$ cat src/core/fspg_pkg.sv
/*
  fspg_pkg: constants and carrier types for the flash self-program guard.
  assumes: word addresses into program flash, lock and fuse bits are
  active low (0 = programmed), one core clock domain.
*/
package fspg_pkg;
  localparam int ADDR_W = 14;
  // register map of the guard's own control port
  localparam logic [3:0] REG_CTRL = 4'h0;
  localparam logic [3:0] REG_STAT = 4'h1;
  localparam logic [3:0] REG_LOCK = 4'h2;
  // ctrl register field positions
  localparam int CTRL_SPE = 0;
  localparam int CTRL_OP0 = 1;
  localparam int CTRL_OP1 = 2;
  localparam int CTRL_RWWCLR = 4;
  localparam int CTRL_IE = 7;
  // command codes written into the control register
  localparam logic [7:0] CMD_ERASE = 8'h03;
  localparam logic [7:0] CMD_LOAD = 8'h01;
  localparam logic [7:0] CMD_WRITE = 8'h05;
  localparam logic [7:0] CMD_MASK = 8'h7f;
  // window after the control write in which a store is accepted
  localparam int ARM_CYC = 4;
  // general lock modes (two-bit lock value, active low)
  localparam logic [1:0] LK_NONE = 2'h3;
  localparam logic [1:0] LK_WRITE = 2'h2;
  localparam logic [1:0] LK_RW = 2'h0;
  // boot lock pair reset value: unprogrammed
  localparam logic [3:0] BLB_RST = 4'hf;
  // default programming time in ns
  localparam int PROG_NS = 4000000;
  localparam int CLK_NS = 8;
  localparam int PROG_CYC = PROG_NS / CLK_NS;

  typedef struct packed {
    logic store; // store request strobe
    logic load; // load request strobe
    logic [ADDR_W-1:0] addr; // target word address
    logic from_boot; // core executes from boot section
  } fspg_req_t;

  typedef enum logic [1:0] {
    FSPG_IDLE = 2'b00,
    FSPG_RWW = 2'b01,
    FSPG_NO_READ_WHILE_WRITE_REGION = 2'b11
  } fspg_state_t;
endpackage

$ cat src/core/fspg_guard.sv
/*
  fspg_guard: access checker and stall control for flash self-programming.
  assumes: the core presents one request per cycle as a packed struct and
  tells which section it is running from; fuses are stable after reset.
*/
// The address-and-strobe port and the register offsets were decided locally.
`timescale 1ns/10ps
// Notes on behaviour
// RL1: stores from application section are ignored
// RL2: only boot-section stores start programming, anywhere
// RL3: boot size fuses set the section boundary
// RL4: rww page programming lets no_read_while_write_region reads continue
// RL5: no_read_while_write_region page programming halts the core throughout
// RL6: rww region reads invalid while programming
// RL7: boot section always inside no_read_while_write_region region
// RL8: busy flag reads one while rww blocked
// RL9: software clears busy before reading rww
// RL10: software keeps vectors out of rww
// RL11: boot locks only programmable, erase restores
// RL12: write lock refuses all stores
// RL13: read/write lock refuses loads and stores
// RL14: application mode 1 has no restriction
// RL15: application modes 2,3 block stores there
// RL16: application modes 3,4 block boot loads there
// RL17: application modes 3,4 mask interrupts in app
// RL18: boot mode 1 has no restriction
// RL19: boot modes 2,3 block stores there
// RL20: boot modes 3,4 block app loads there
// RL21: boot modes 3,4 mask interrupts in boot
// RL22: store must follow command within four cycles
// RL23: interrupt held while self-program enable clear
// RL24: check by source and target section, drop silently
// RL25: busy set at rww programming, software clears
module fspg_guard #(
  parameter int PROG_CYCLES = fspg_pkg::PROG_CYC,
  parameter int NO_READ_WHILE_WRITE_REGION_START = 14'h3800
) (
  input wire logic CORE_CLK,
  input wire logic RST,
  input wire fspg_pkg::fspg_req_t REQ,
  input wire logic [1:0] BOOT_SIZE_FUSES,
  input wire logic [1:0] GEN_LOCK,
  input wire logic IVEC_IN_BOOT,
  input wire logic CHIP_ERASE,
  input wire logic [3:0] REG_ADDR,
  input wire logic [7:0] REG_WDATA,
  input wire logic REG_WR,
  input wire logic REG_RD,
  output logic [7:0] REG_RDATA,
  output logic CORE_HALT,
  output logic LOAD_GRANT,
  output logic LOAD_VALID,
  output logic PROG_START,
  output logic PROG_BUSY,
  output logic INT_BLOCK,
  output logic SPM_IRQ
);
  localparam int AW = fspg_pkg::ADDR_W;
  localparam int CW = $clog2(PROG_CYCLES + 1);

  fspg_pkg::fspg_state_t state_q;
  logic [CW-1:0] cnt_q;
  logic [7:0] ctrl_q;
  logic [2:0] arm_q;
  logic rww_busy_flag_q;
  logic [3:0] blb_q; // {boot_lock_hi, boot_lock_lo, app_lock_hi, app_lock_lo}
  logic [AW-1:0] boot_start;
  logic tgt_boot;
  logic tgt_rww;
  logic store_ok;
  logic load_ok;
  logic prog_cmd;
  logic app_pair_st;
  logic app_pair_ld;
  logic boot_pair_st;
  logic boot_pair_ld;

  // boot section start from fuses, top quarter at most
  function automatic logic [AW-1:0] boot_base(input logic [1:0] f);
    logic [AW-1:0] sz;
    sz = AW'(14'h0200) << (2'h3 - f);
    return AW'((AW+1)'(1) << AW) - sz;
  endfunction

  // boot start never below no_read_while_write_region start keeps boot inside no_read_while_write_region
  assign boot_start = boot_base(BOOT_SIZE_FUSES) < AW'(NO_READ_WHILE_WRITE_REGION_START) ?
    AW'(NO_READ_WHILE_WRITE_REGION_START) : boot_base(BOOT_SIZE_FUSES); // RL3 RL7
  assign tgt_boot = REQ.addr >= boot_start; // RL3
  assign tgt_rww = REQ.addr < AW'(NO_READ_WHILE_WRITE_REGION_START);

  // lock pair decode: store blocked in modes 2,3; load blocked in 3,4
  assign app_pair_st = ~blb_q[0]; // RL14 RL15
  assign app_pair_ld = ~blb_q[1]; // RL14 RL16
  assign boot_pair_st = ~blb_q[2]; // RL18 RL19
  assign boot_pair_ld = ~blb_q[3]; // RL18 RL20

  // erase and write start an operation, a page load does not
  function automatic logic cmd_starts_op(input logic [7:0] c);
    logic [7:0] code;
    code = c & fspg_pkg::CMD_MASK;
    return code == fspg_pkg::CMD_ERASE || code == fspg_pkg::CMD_WRITE;
  endfunction

  assign prog_cmd = cmd_starts_op(ctrl_q);

  // stores: boot source only, general lock, section lock, armed window
  assign store_ok = REQ.store && REQ.from_boot && arm_q != 3'h0 && // RL1 RL2 RL22
    GEN_LOCK == fspg_pkg::LK_NONE && // RL12 RL13
    !(tgt_boot ? boot_pair_st : app_pair_st) && // RL24
    state_q == fspg_pkg::FSPG_IDLE;
  // loads: cross-section lock by source section, rww invalid when busy
  assign load_ok = REQ.load && GEN_LOCK != fspg_pkg::LK_RW && // RL13
    !(tgt_boot && !REQ.from_boot && boot_pair_ld) && // RL20 RL24
    !(!tgt_boot && REQ.from_boot && app_pair_ld); // RL16

  // control register and arm window after a command write; the enable
  // bit stands through the whole operation so the irq waits for its end
  always_ff @(posedge CORE_CLK or posedge RST)
  begin
    if (RST)
    begin
      ctrl_q <= 8'h00;
      arm_q <= 3'h0;
    end
    else if (REG_WR && REG_ADDR == fspg_pkg::REG_CTRL)
    begin
      ctrl_q <= REG_WDATA;
      arm_q <= 3'(fspg_pkg::ARM_CYC);
    end
    else if (store_ok)
    begin
      arm_q <= 3'h0; // one store per command write
      if (!prog_cmd)
      begin
        ctrl_q[fspg_pkg::CTRL_SPE] <= 1'b0; // page load ends at once
      end
    end
    else if (state_q != fspg_pkg::FSPG_IDLE)
    begin
      if (cnt_q == CW'(1))
      begin
        ctrl_q[fspg_pkg::CTRL_SPE] <= 1'b0; // enable drops when the op ends
      end
    end
    else if (arm_q != 3'h0)
    begin
      arm_q <= arm_q - 3'h1;
    end
    else
    begin
      ctrl_q[fspg_pkg::CTRL_SPE] <= 1'b0; // window lapsed
    end
  end

  // boot lock bits: software may only program (clear) them
  always_ff @(posedge CORE_CLK or posedge RST)
  begin
    if (RST)
    begin
      blb_q <= fspg_pkg::BLB_RST;
    end
    else if (CHIP_ERASE)
    begin
      blb_q <= fspg_pkg::BLB_RST; // RL11
    end
    else if (REG_WR && REG_ADDR == fspg_pkg::REG_LOCK)
    begin
      blb_q <= blb_q & REG_WDATA[3:0]; // RL11
    end
  end

  // programming sequencer; rww page lets core run, no_read_while_write_region page halts it
  always_ff @(posedge CORE_CLK or posedge RST)
  begin
    if (RST)
    begin
      state_q <= fspg_pkg::FSPG_IDLE;
      cnt_q <= '0;
    end
    else
    begin
      case (state_q)
        fspg_pkg::FSPG_IDLE:
        begin
          if (store_ok && prog_cmd)
          begin
            state_q <= tgt_rww ? fspg_pkg::FSPG_RWW : fspg_pkg::FSPG_NO_READ_WHILE_WRITE_REGION; // RL4 RL5
            cnt_q <= CW'(PROG_CYCLES);
          end
        end
        default:
        begin
          if (cnt_q == CW'(1))
          begin
            state_q <= fspg_pkg::FSPG_IDLE;
          end
          cnt_q <= cnt_q - CW'(1);
        end
      endcase
    end
  end

  // busy flag: set wins over the software clear
  always_ff @(posedge CORE_CLK or posedge RST)
  begin
    if (RST)
    begin
      rww_busy_flag_q <= 1'b0;
    end
    else if (store_ok && prog_cmd && tgt_rww)
    begin
      rww_busy_flag_q <= 1'b1; // RL25 RL8
    end
    else if (REG_WR && REG_ADDR == fspg_pkg::REG_CTRL && REG_WDATA[fspg_pkg::CTRL_RWWCLR]
      && state_q == fspg_pkg::FSPG_IDLE)
    begin
      rww_busy_flag_q <= 1'b0; // RL9
    end
  end

  // registered outputs toward the core
  always_ff @(posedge CORE_CLK or posedge RST)
  begin
    if (RST)
    begin
      CORE_HALT <= 1'b0;
      LOAD_GRANT <= 1'b0;
      LOAD_VALID <= 1'b0;
      PROG_START <= 1'b0;
      PROG_BUSY <= 1'b0;
      INT_BLOCK <= 1'b0;
      SPM_IRQ <= 1'b0;
    end
    else
    begin
      CORE_HALT <= (store_ok && prog_cmd && !tgt_rww) ||
        (state_q == fspg_pkg::FSPG_NO_READ_WHILE_WRITE_REGION && cnt_q != CW'(1)); // RL5
      LOAD_GRANT <= load_ok; // RL24
      // rww data is not valid while busy; no_read_while_write_region still served
      LOAD_VALID <= load_ok && !(tgt_rww && rww_busy_flag_q); // RL6 RL4
      PROG_START <= store_ok && prog_cmd; // RL2
      PROG_BUSY <= state_q != fspg_pkg::FSPG_IDLE;
      INT_BLOCK <= (!REQ.from_boot && IVEC_IN_BOOT && app_pair_ld) || // RL17
        (REQ.from_boot && !IVEC_IN_BOOT && boot_pair_ld); // RL21
      SPM_IRQ <= ctrl_q[fspg_pkg::CTRL_IE] && !ctrl_q[fspg_pkg::CTRL_SPE]; // RL23
    end
  end

  // register reads, data one cycle later
  always_ff @(posedge CORE_CLK or posedge RST)
  begin
    if (RST)
    begin
      REG_RDATA <= 8'h00;
    end
    else if (REG_RD)
    begin
      if (REG_ADDR == fspg_pkg::REG_CTRL)
      begin
        REG_RDATA <= {ctrl_q[7], rww_busy_flag_q, ctrl_q[5:0]}; // RL8
      end
      else if (REG_ADDR == fspg_pkg::REG_STAT)
      begin
        REG_RDATA <= {5'h00, state_q, rww_busy_flag_q};
      end
      else if (REG_ADDR == fspg_pkg::REG_LOCK)
      begin
        REG_RDATA <= {4'h0, blb_q};
      end
      else
      begin
        REG_RDATA <= 8'h00; // unmapped reads zero
      end
    end
    else
    begin
      REG_RDATA <= 8'h00;
    end
  end
endmodule

$ cat config.mk
export PLATFORM = sky130hd
export DESIGN_NAME = fspg_guard
export DESIGN_NICKNAME = d
export VERILOG_FILES = /design/src/core/fspg_pkg.sv /design/src/core/fspg_guard.sv
export SDC_FILE = /design/constraint.sdc
export NUM_CORES = 1
export LEC_CHECK = 0
export BUFFER_PORTS_ARGS = -buffer_cell sky130_fd_sc_hd__buf_2
export CAP_MARGIN = 20
export CORE_MARGIN = 4
export CORE_UTILIZATION = 55
export DETAILED_ROUTE_END_ITERATION = 10
export PLACE_DENSITY = 0.8
export SLEW_MARGIN = 20
export SYNTH_ARGS = -nofsm -noshare
export SYNTH_HDL_FRONTEND = slang
export SYNTH_SLANG_ARGS = --single-unit
export TNS_END_PERCENT = 1
$ cat constraint.sdc
create_clock -name CORE_CLK -period 5.29 [get_ports CORE_CLK]
set_input_delay 0.529 -clock CORE_CLK [delete_from_list [all_inputs] [get_ports CORE_CLK]]
set_output_delay 0.529 -clock CORE_CLK [all_outputs]
set_load 0.01 [all_outputs]
== After elaboration in Yosys (flattened, before gate mapping) ==
Cells that the tools add are included.
Word-level totals
  bits in registers: 52
  bits of input ports: 39
  output and inout port bits: 15
  logic and storage cells: 118
Cells by class
  $add $sub $neg: 4
  magnitude comparators: 3
  equal/unequal tests: 13
  shift operators: 1
  multiplexer cells: 26
  bitwise gates (word level): 5
  reduce and logical (&&, ||, !) cells: 51
Operators by type and width (count)
  $mux W19: 2
  $lt A14 B14 Y1 const B: 2
  $logic_and A1 B1 Y1: 27
  $eq A19 B1 Y1 const B: 1
  $ne A19 B1 Y1 const B: 1
  $sub A19 B1 Y19 const B: 1
  $mux W4: 4
  $mux W8: 2
  $ge A14 B14 Y1: 1
  $mux W14: 1
  $shl A10 B2 Y14 const A: 1
  $sub A1 B14 Y14 const A: 1
  $mux W3: 4
  $reduce_bool A2 Y1: 5
  $logic_not A1 Y1: 9
  $mux W1: 9
  $mux W2: 4
  $eq A7 B2 Y1 const B: 1
  $eq A7 B3 Y1 const B: 1
  $reduce_bool A3 Y1: 2
  $and A4 B4 Y4: 1
  $eq A2 B2 Y1 const B: 2
  $eq A4 B1 Y1 const B: 1
  $eq A4 B2 Y1 const B: 1
  13 further kinds: 19

== Logic depth before layout (Yosys ltp) ==
  word-level depth: 13
  gate-level depth with buffers: 8
  depth with buffers taken out: 7

== Least setup slack after synthesis ==
No wires, ideal clock.
  kind: input-to-reg
  start point: input port BOOT_SIZE_FUSES[1]
  end point: register cnt_q[0]
  library setup time: 0.083 ns
  data arrival time: 2.080 ns
  data required time: 5.207 ns
  path slack: 3.127 ns
  cell stages on the path: 8
  path buffers: 1
  cell sequence: nand2_1 > ha_1 > o21ai_0 > a22oi_1 > mux2_2 > and2b_1 > buf_4 > o21ai_0
On the way
  word-level cells in the longest chain between the ends: 12
RTL lines
  start: declaration: line fspg_guard.sv:41  | input wire logic [1:0] BOOT_SIZE_FUSES,
  $sub A2 B2 Y2 (*): line fspg_guard.sv:81  | sz = AW'(14'h0200) << (2'h3 - f);
  $shl A10 B2 Y14 (*): line fspg_guard.sv:81
  $sub A1 B14 Y14 (*): line fspg_guard.sv:82  | return AW'((AW+1)'(1) << AW) - sz;
  $lt A14 B14 Y1: line fspg_guard.sv:86  | assign boot_start = boot_base(BOOT_SIZE_FUSES) < AW'(NO_READ_WHILE_WRITE_REGION_START) ?
  $mux W14 (*): line fspg_guard.sv:86
  $ge A14 B14 Y1 (*): line fspg_guard.sv:88  | assign tgt_boot = REQ.addr >= boot_start;
  $mux W1 (*): line fspg_guard.sv:109  | !(tgt_boot ? boot_pair_st : app_pair_st) &&
  $logic_not A1 Y1 (*): line fspg_guard.sv:109
  $logic_and A1 B1 Y1 (*): line fspg_guard.sv:108  | GEN_LOCK == fspg_pkg::LK_NONE &&
  $logic_and A1 B1 Y1 (*): line fspg_guard.sv:109
  $logic_and A1 B1 Y1 (*): line fspg_guard.sv:185  | if (store_ok && prog_cmd)
  $ne A2 B1 Y1 (no line) (*)
  end signal: assignment: line fspg_guard.sv:188  | cnt_q <= CW'(PROG_CYCLES);
  end signal: assignment: line fspg_guard.sv:197  | cnt_q <= cnt_q - CW'(1);
  end: declaration: line fspg_guard.sv:62  | logic [CW-1:0] cnt_q;
Every way passes the cells marked *; elsewhere a longest branch is shown, timed or not.
A chain may end at the register's enable or synchronous reset.

== Worst setup path in the final report ==
  start point: register state_q[1]
  end point: register cnt_q[3]
On the way
  word-level cells in the longest chain between the ends: 4
  elaborated cells between the ends (all ways): 5
  classes of those cells: eq/ne (1); mux (1); reduce/logical (3)
RTL lines
  start: declaration: line fspg_guard.sv:61  | fspg_pkg::fspg_state_t state_q;
  start signal: assignment: line fspg_guard.sv:177  | state_q <= fspg_pkg::FSPG_IDLE;
  start signal: assignment: line fspg_guard.sv:187  | state_q <= tgt_rww ? fspg_pkg::FSPG_RWW : fspg_pkg::FSPG_NO_READ_WHILE_WRITE_REGION;
  start signal: assignment: line fspg_guard.sv:195  | state_q <= fspg_pkg::FSPG_IDLE;
  $logic_not A2 Y1 (*): line fspg_guard.sv:110, fspg_guard.sv:182
  $logic_and A1 B1 Y1: line fspg_guard.sv:109
  $logic_and A1 B1 Y1: line fspg_guard.sv:185
  $ne A2 B1 Y1 (no line)
Marked as above.

==> impl_metrics.env <==
export IMPL_place_hpwl_um=3805
export IMPL_grt_first_pass_wirelength_um=8956
export IMPL_die_area_um2=5716
export IMPL_synth_ff_type="dfrtp_1"
export IMPL_netlist_area_um2=2514
export IMPL_clock_sinks=52
export IMPL_core_area_um2=4384
export IMPL_rsz0062_at_grt="no"
export IMPL_postCtsSetupRepairBufs=0
export IMPL_layout_drive_gt1_share_pct=21.75
export IMPL_final_common_cell="dfrtp_1"
export IMPL_first_global_vias=2029
export IMPL_grt_max_degree=53
export IMPL_portBuffers=44
export IMPL_drv_cap=0
export IMPL_dr_pass1_iters=4
export IMPL_irDropWorstVdd_mv=0.1403
export IMPL_synth_cells=262
export IMPL_vias=2036
export IMPL_synth_edf_count=0
export IMPL_wire_per_inst_um=14.69
export IMPL_ff2ff_path_depth=6
export IMPL_ys_seq_area_share_pct=51.97
export IMPL_cts_made_buffers=5
export IMPL_gr_total_overflow=0
export IMPL_htreeDepth=2
export IMPL_die_w_um=75.61
export IMPL_max_slew_margin_pct=41.69
export IMPL_worst_hold_slack_ns=0.3703
export IMPL_cp_arrival_ns=2.48
export IMPL_drtIter0Drc=125
export IMPL_r2r_end="cnt_q[3]"
export IMPL_place_gp_congestion=0.7918
export IMPL_antenna_cells=0
export IMPL_reg2reg_slack_ns=2.97
export IMPL_timing_final_crit_share_pct=43.77
export IMPL_area_growth_pct=13.89
export IMPL_clk_latency_ns=0.30
export IMPL_p_per_area_nw_per_um2=280.4
export IMPL_setup_viol=0
export IMPL_cts_path_max_buffers=2
export IMPL_placementRows=24
export IMPL_ys_warn_count=0
export IMPL_hold_viol=0
export IMPL_startpoint_type="register"
export IMPL_skew_ns=0.003109
export IMPL_routed_wl_um=5290
export IMPL_hp_class="in2async"
export IMPL_syn_avg_cell_area_um2=9.594
export IMPL_cts_tree="yes"
export IMPL_vias_per_cell=5.656
export IMPL_initial_utilization_pct=57.33
export IMPL_async_flop_share_pct=100.0
export IMPL_antenna_found_initial=0
export IMPL_die_height_um=75.61
export IMPL_drc_errors=0
export IMPL_r2r_start="state_q[1]"
export IMPL_nets=354
export IMPL_final_cell_mix="48 x dfrtp_1, 45 x nand2_1, 44 x buf_2"
export IMPL_pin_count=54
export IMPL_cts_resized_gates=0
export IMPL_crit_path_end_kind="register"
export IMPL_grt_usage_pct=20.83
export IMPL_fin_crit_ns=2.315
export IMPL_ys_types=49
export IMPL_power_leakage_nw=1.345
export IMPL_fillers=363
export IMPL_tightest_slew_ns=0.8736
export IMPL_status="completed"
export IMPL_hold_buffers=0
export IMPL_fmax_ghz=0.4319
export IMPL_yosys_register_bits=52
export IMPL_path_max_fanout=13
export IMPL_path_class="reg2reg"
export IMPL_maxSlewViolCount=0
export IMPL_tns_ns=0
export IMPL_cp_required_ns=5.46
export IMPL_path_clk_slew_ns=0.09
export IMPL_root_buffer="clkbuf_8"
export IMPL_antenna_left=0
-- per-layer routing --
metal  track usage (%)  up-vias  share of wire (%)
met3             4.881        9                5.9
met5                 0        -                  0
met2             33.37       62                 48
li1                  -      997                  -
met1             27.08      968                 45
met4             9.126        0                1.9
-- synthesized netlist by cell type (all sizes together), types with 2 or more instances --
library cell	n	share of area, %
ha	8	4.0
or2	3	0.75
a21boi	6	1.8
nand3	6	1.2
xor2	3	1.0
nand2b	7	1.7
or3	8	2.3
dfstp	4	4.2
nor2b	5	1.2
nand3b	2	0.75
dfrtp	48	48
o311a	3	1.2
and2	3	0.75
buf	2	0.50
nor3b	3	0.90
nor4	7	1.7
nand2	45	6.7
a21oi	6	1.2
o22ai	4	1.0
or4	5	1.7
and3	5	1.2
o21ai	21	4.3
clkbuf	5	0.75
nand4	2	0.50
inv	11	1.6
o21bai	2	0.60
mux2i	2	0.80
nor3	6	1.2
nor2	18	2.7
-- worst max-delay path: stages, from the launching register on --
cell and delay, ns:
dfrtp_1 0.45, nor2_1 0.38, inv_1 0.21, nor4_1 0.28
mux2_2 0.26, and2b_1 0.43, o21ai_0 0.18
-- worst max-delay path by stage --
stage / startpoint / end / slack, ns / depth (start not counted)
after global routing: state_q[1] / cnt_q[0] / 2.64 / 6
after detailed placement: BOOT_SIZE_FUSES[1] / rww_busy_flag_q / 2.69 / 8
after CTS: state_q[1] / cnt_q[3] / 2.96 / 6
after floorplan: BOOT_SIZE_FUSES[1] / cnt_q[0] / 3.13 / 8
final: state_q[1] / cnt_q[3] / 2.97 / 6
after global placement: BOOT_SIZE_FUSES[1] / rww_busy_flag_q / 2.75 / 8
-- through the flow --
stage / worst slack, ns / std cells / utilization (%) / total power, mW / instance area (µm²)
after floorplan: 3.127 / 263 / - / 0.5401 / 2517
after CTS: 2.957 / 360 / 65.27 / 0.8090 / 2861
after global routing: 2.644 / 360 / 65.30 / 0.8458 / 2863
after detailed placement: 2.689 / 352 / 63.21 / 0.5816 / 2771
after global placement: 2.747 / 352 / 63.21 / 0.5734 / 2771
final: 2.975 / 360 / 65.30 / 0.8028 / 2863
-- cell type report --
class	count	area [µm²]	area share [%]
sequential	52	1306	45.63
inverter	11	42.54	1.486
multi-input combinational	193	1139	39.77
tap	52	65.06	2.273
clock buffer	8	90.09	3.147
timing repair buffer	44	220.2	7.692
-- state kept, by name, indices dropped and copies added (netlist names) --
signal,cells
INT_BLOCK,1
rww_busy_flag_q,1
PROG_START,1
cnt_q,19
arm_q,3
LOAD_GRANT,1
LOAD_VALID,1
PROG_BUSY,1
blb_q,4
CORE_HALT,1
REG_RDATA,8
state_q,2
ctrl_q,8
SPM_IRQ,1
-- kinds of logic (layout without fill, tap and decap cells) --
logic type      Yosys count  in the layout  synth area share, %
other cells               1              2               0.1492
mux                       3              3                1.244
fa+ha+maj                 8              8                3.982
buf+inv                  18             63                2.887
xor+xnor                  3              3                1.045
flops                    52             52                51.97
compound gates           49             49                12.30
simple gates            128            128                26.43
-- power breakdown --
group / leakage [nW] / switching (mW) / internal [mW]
Clock: 0.0455 / 0.122 / 0.107
Combinational: 0.690 / 0.0524 / 0.0461
Sequential: 0.610 / 0.0397 / 0.436
Power figures use the tool's default switching activity.
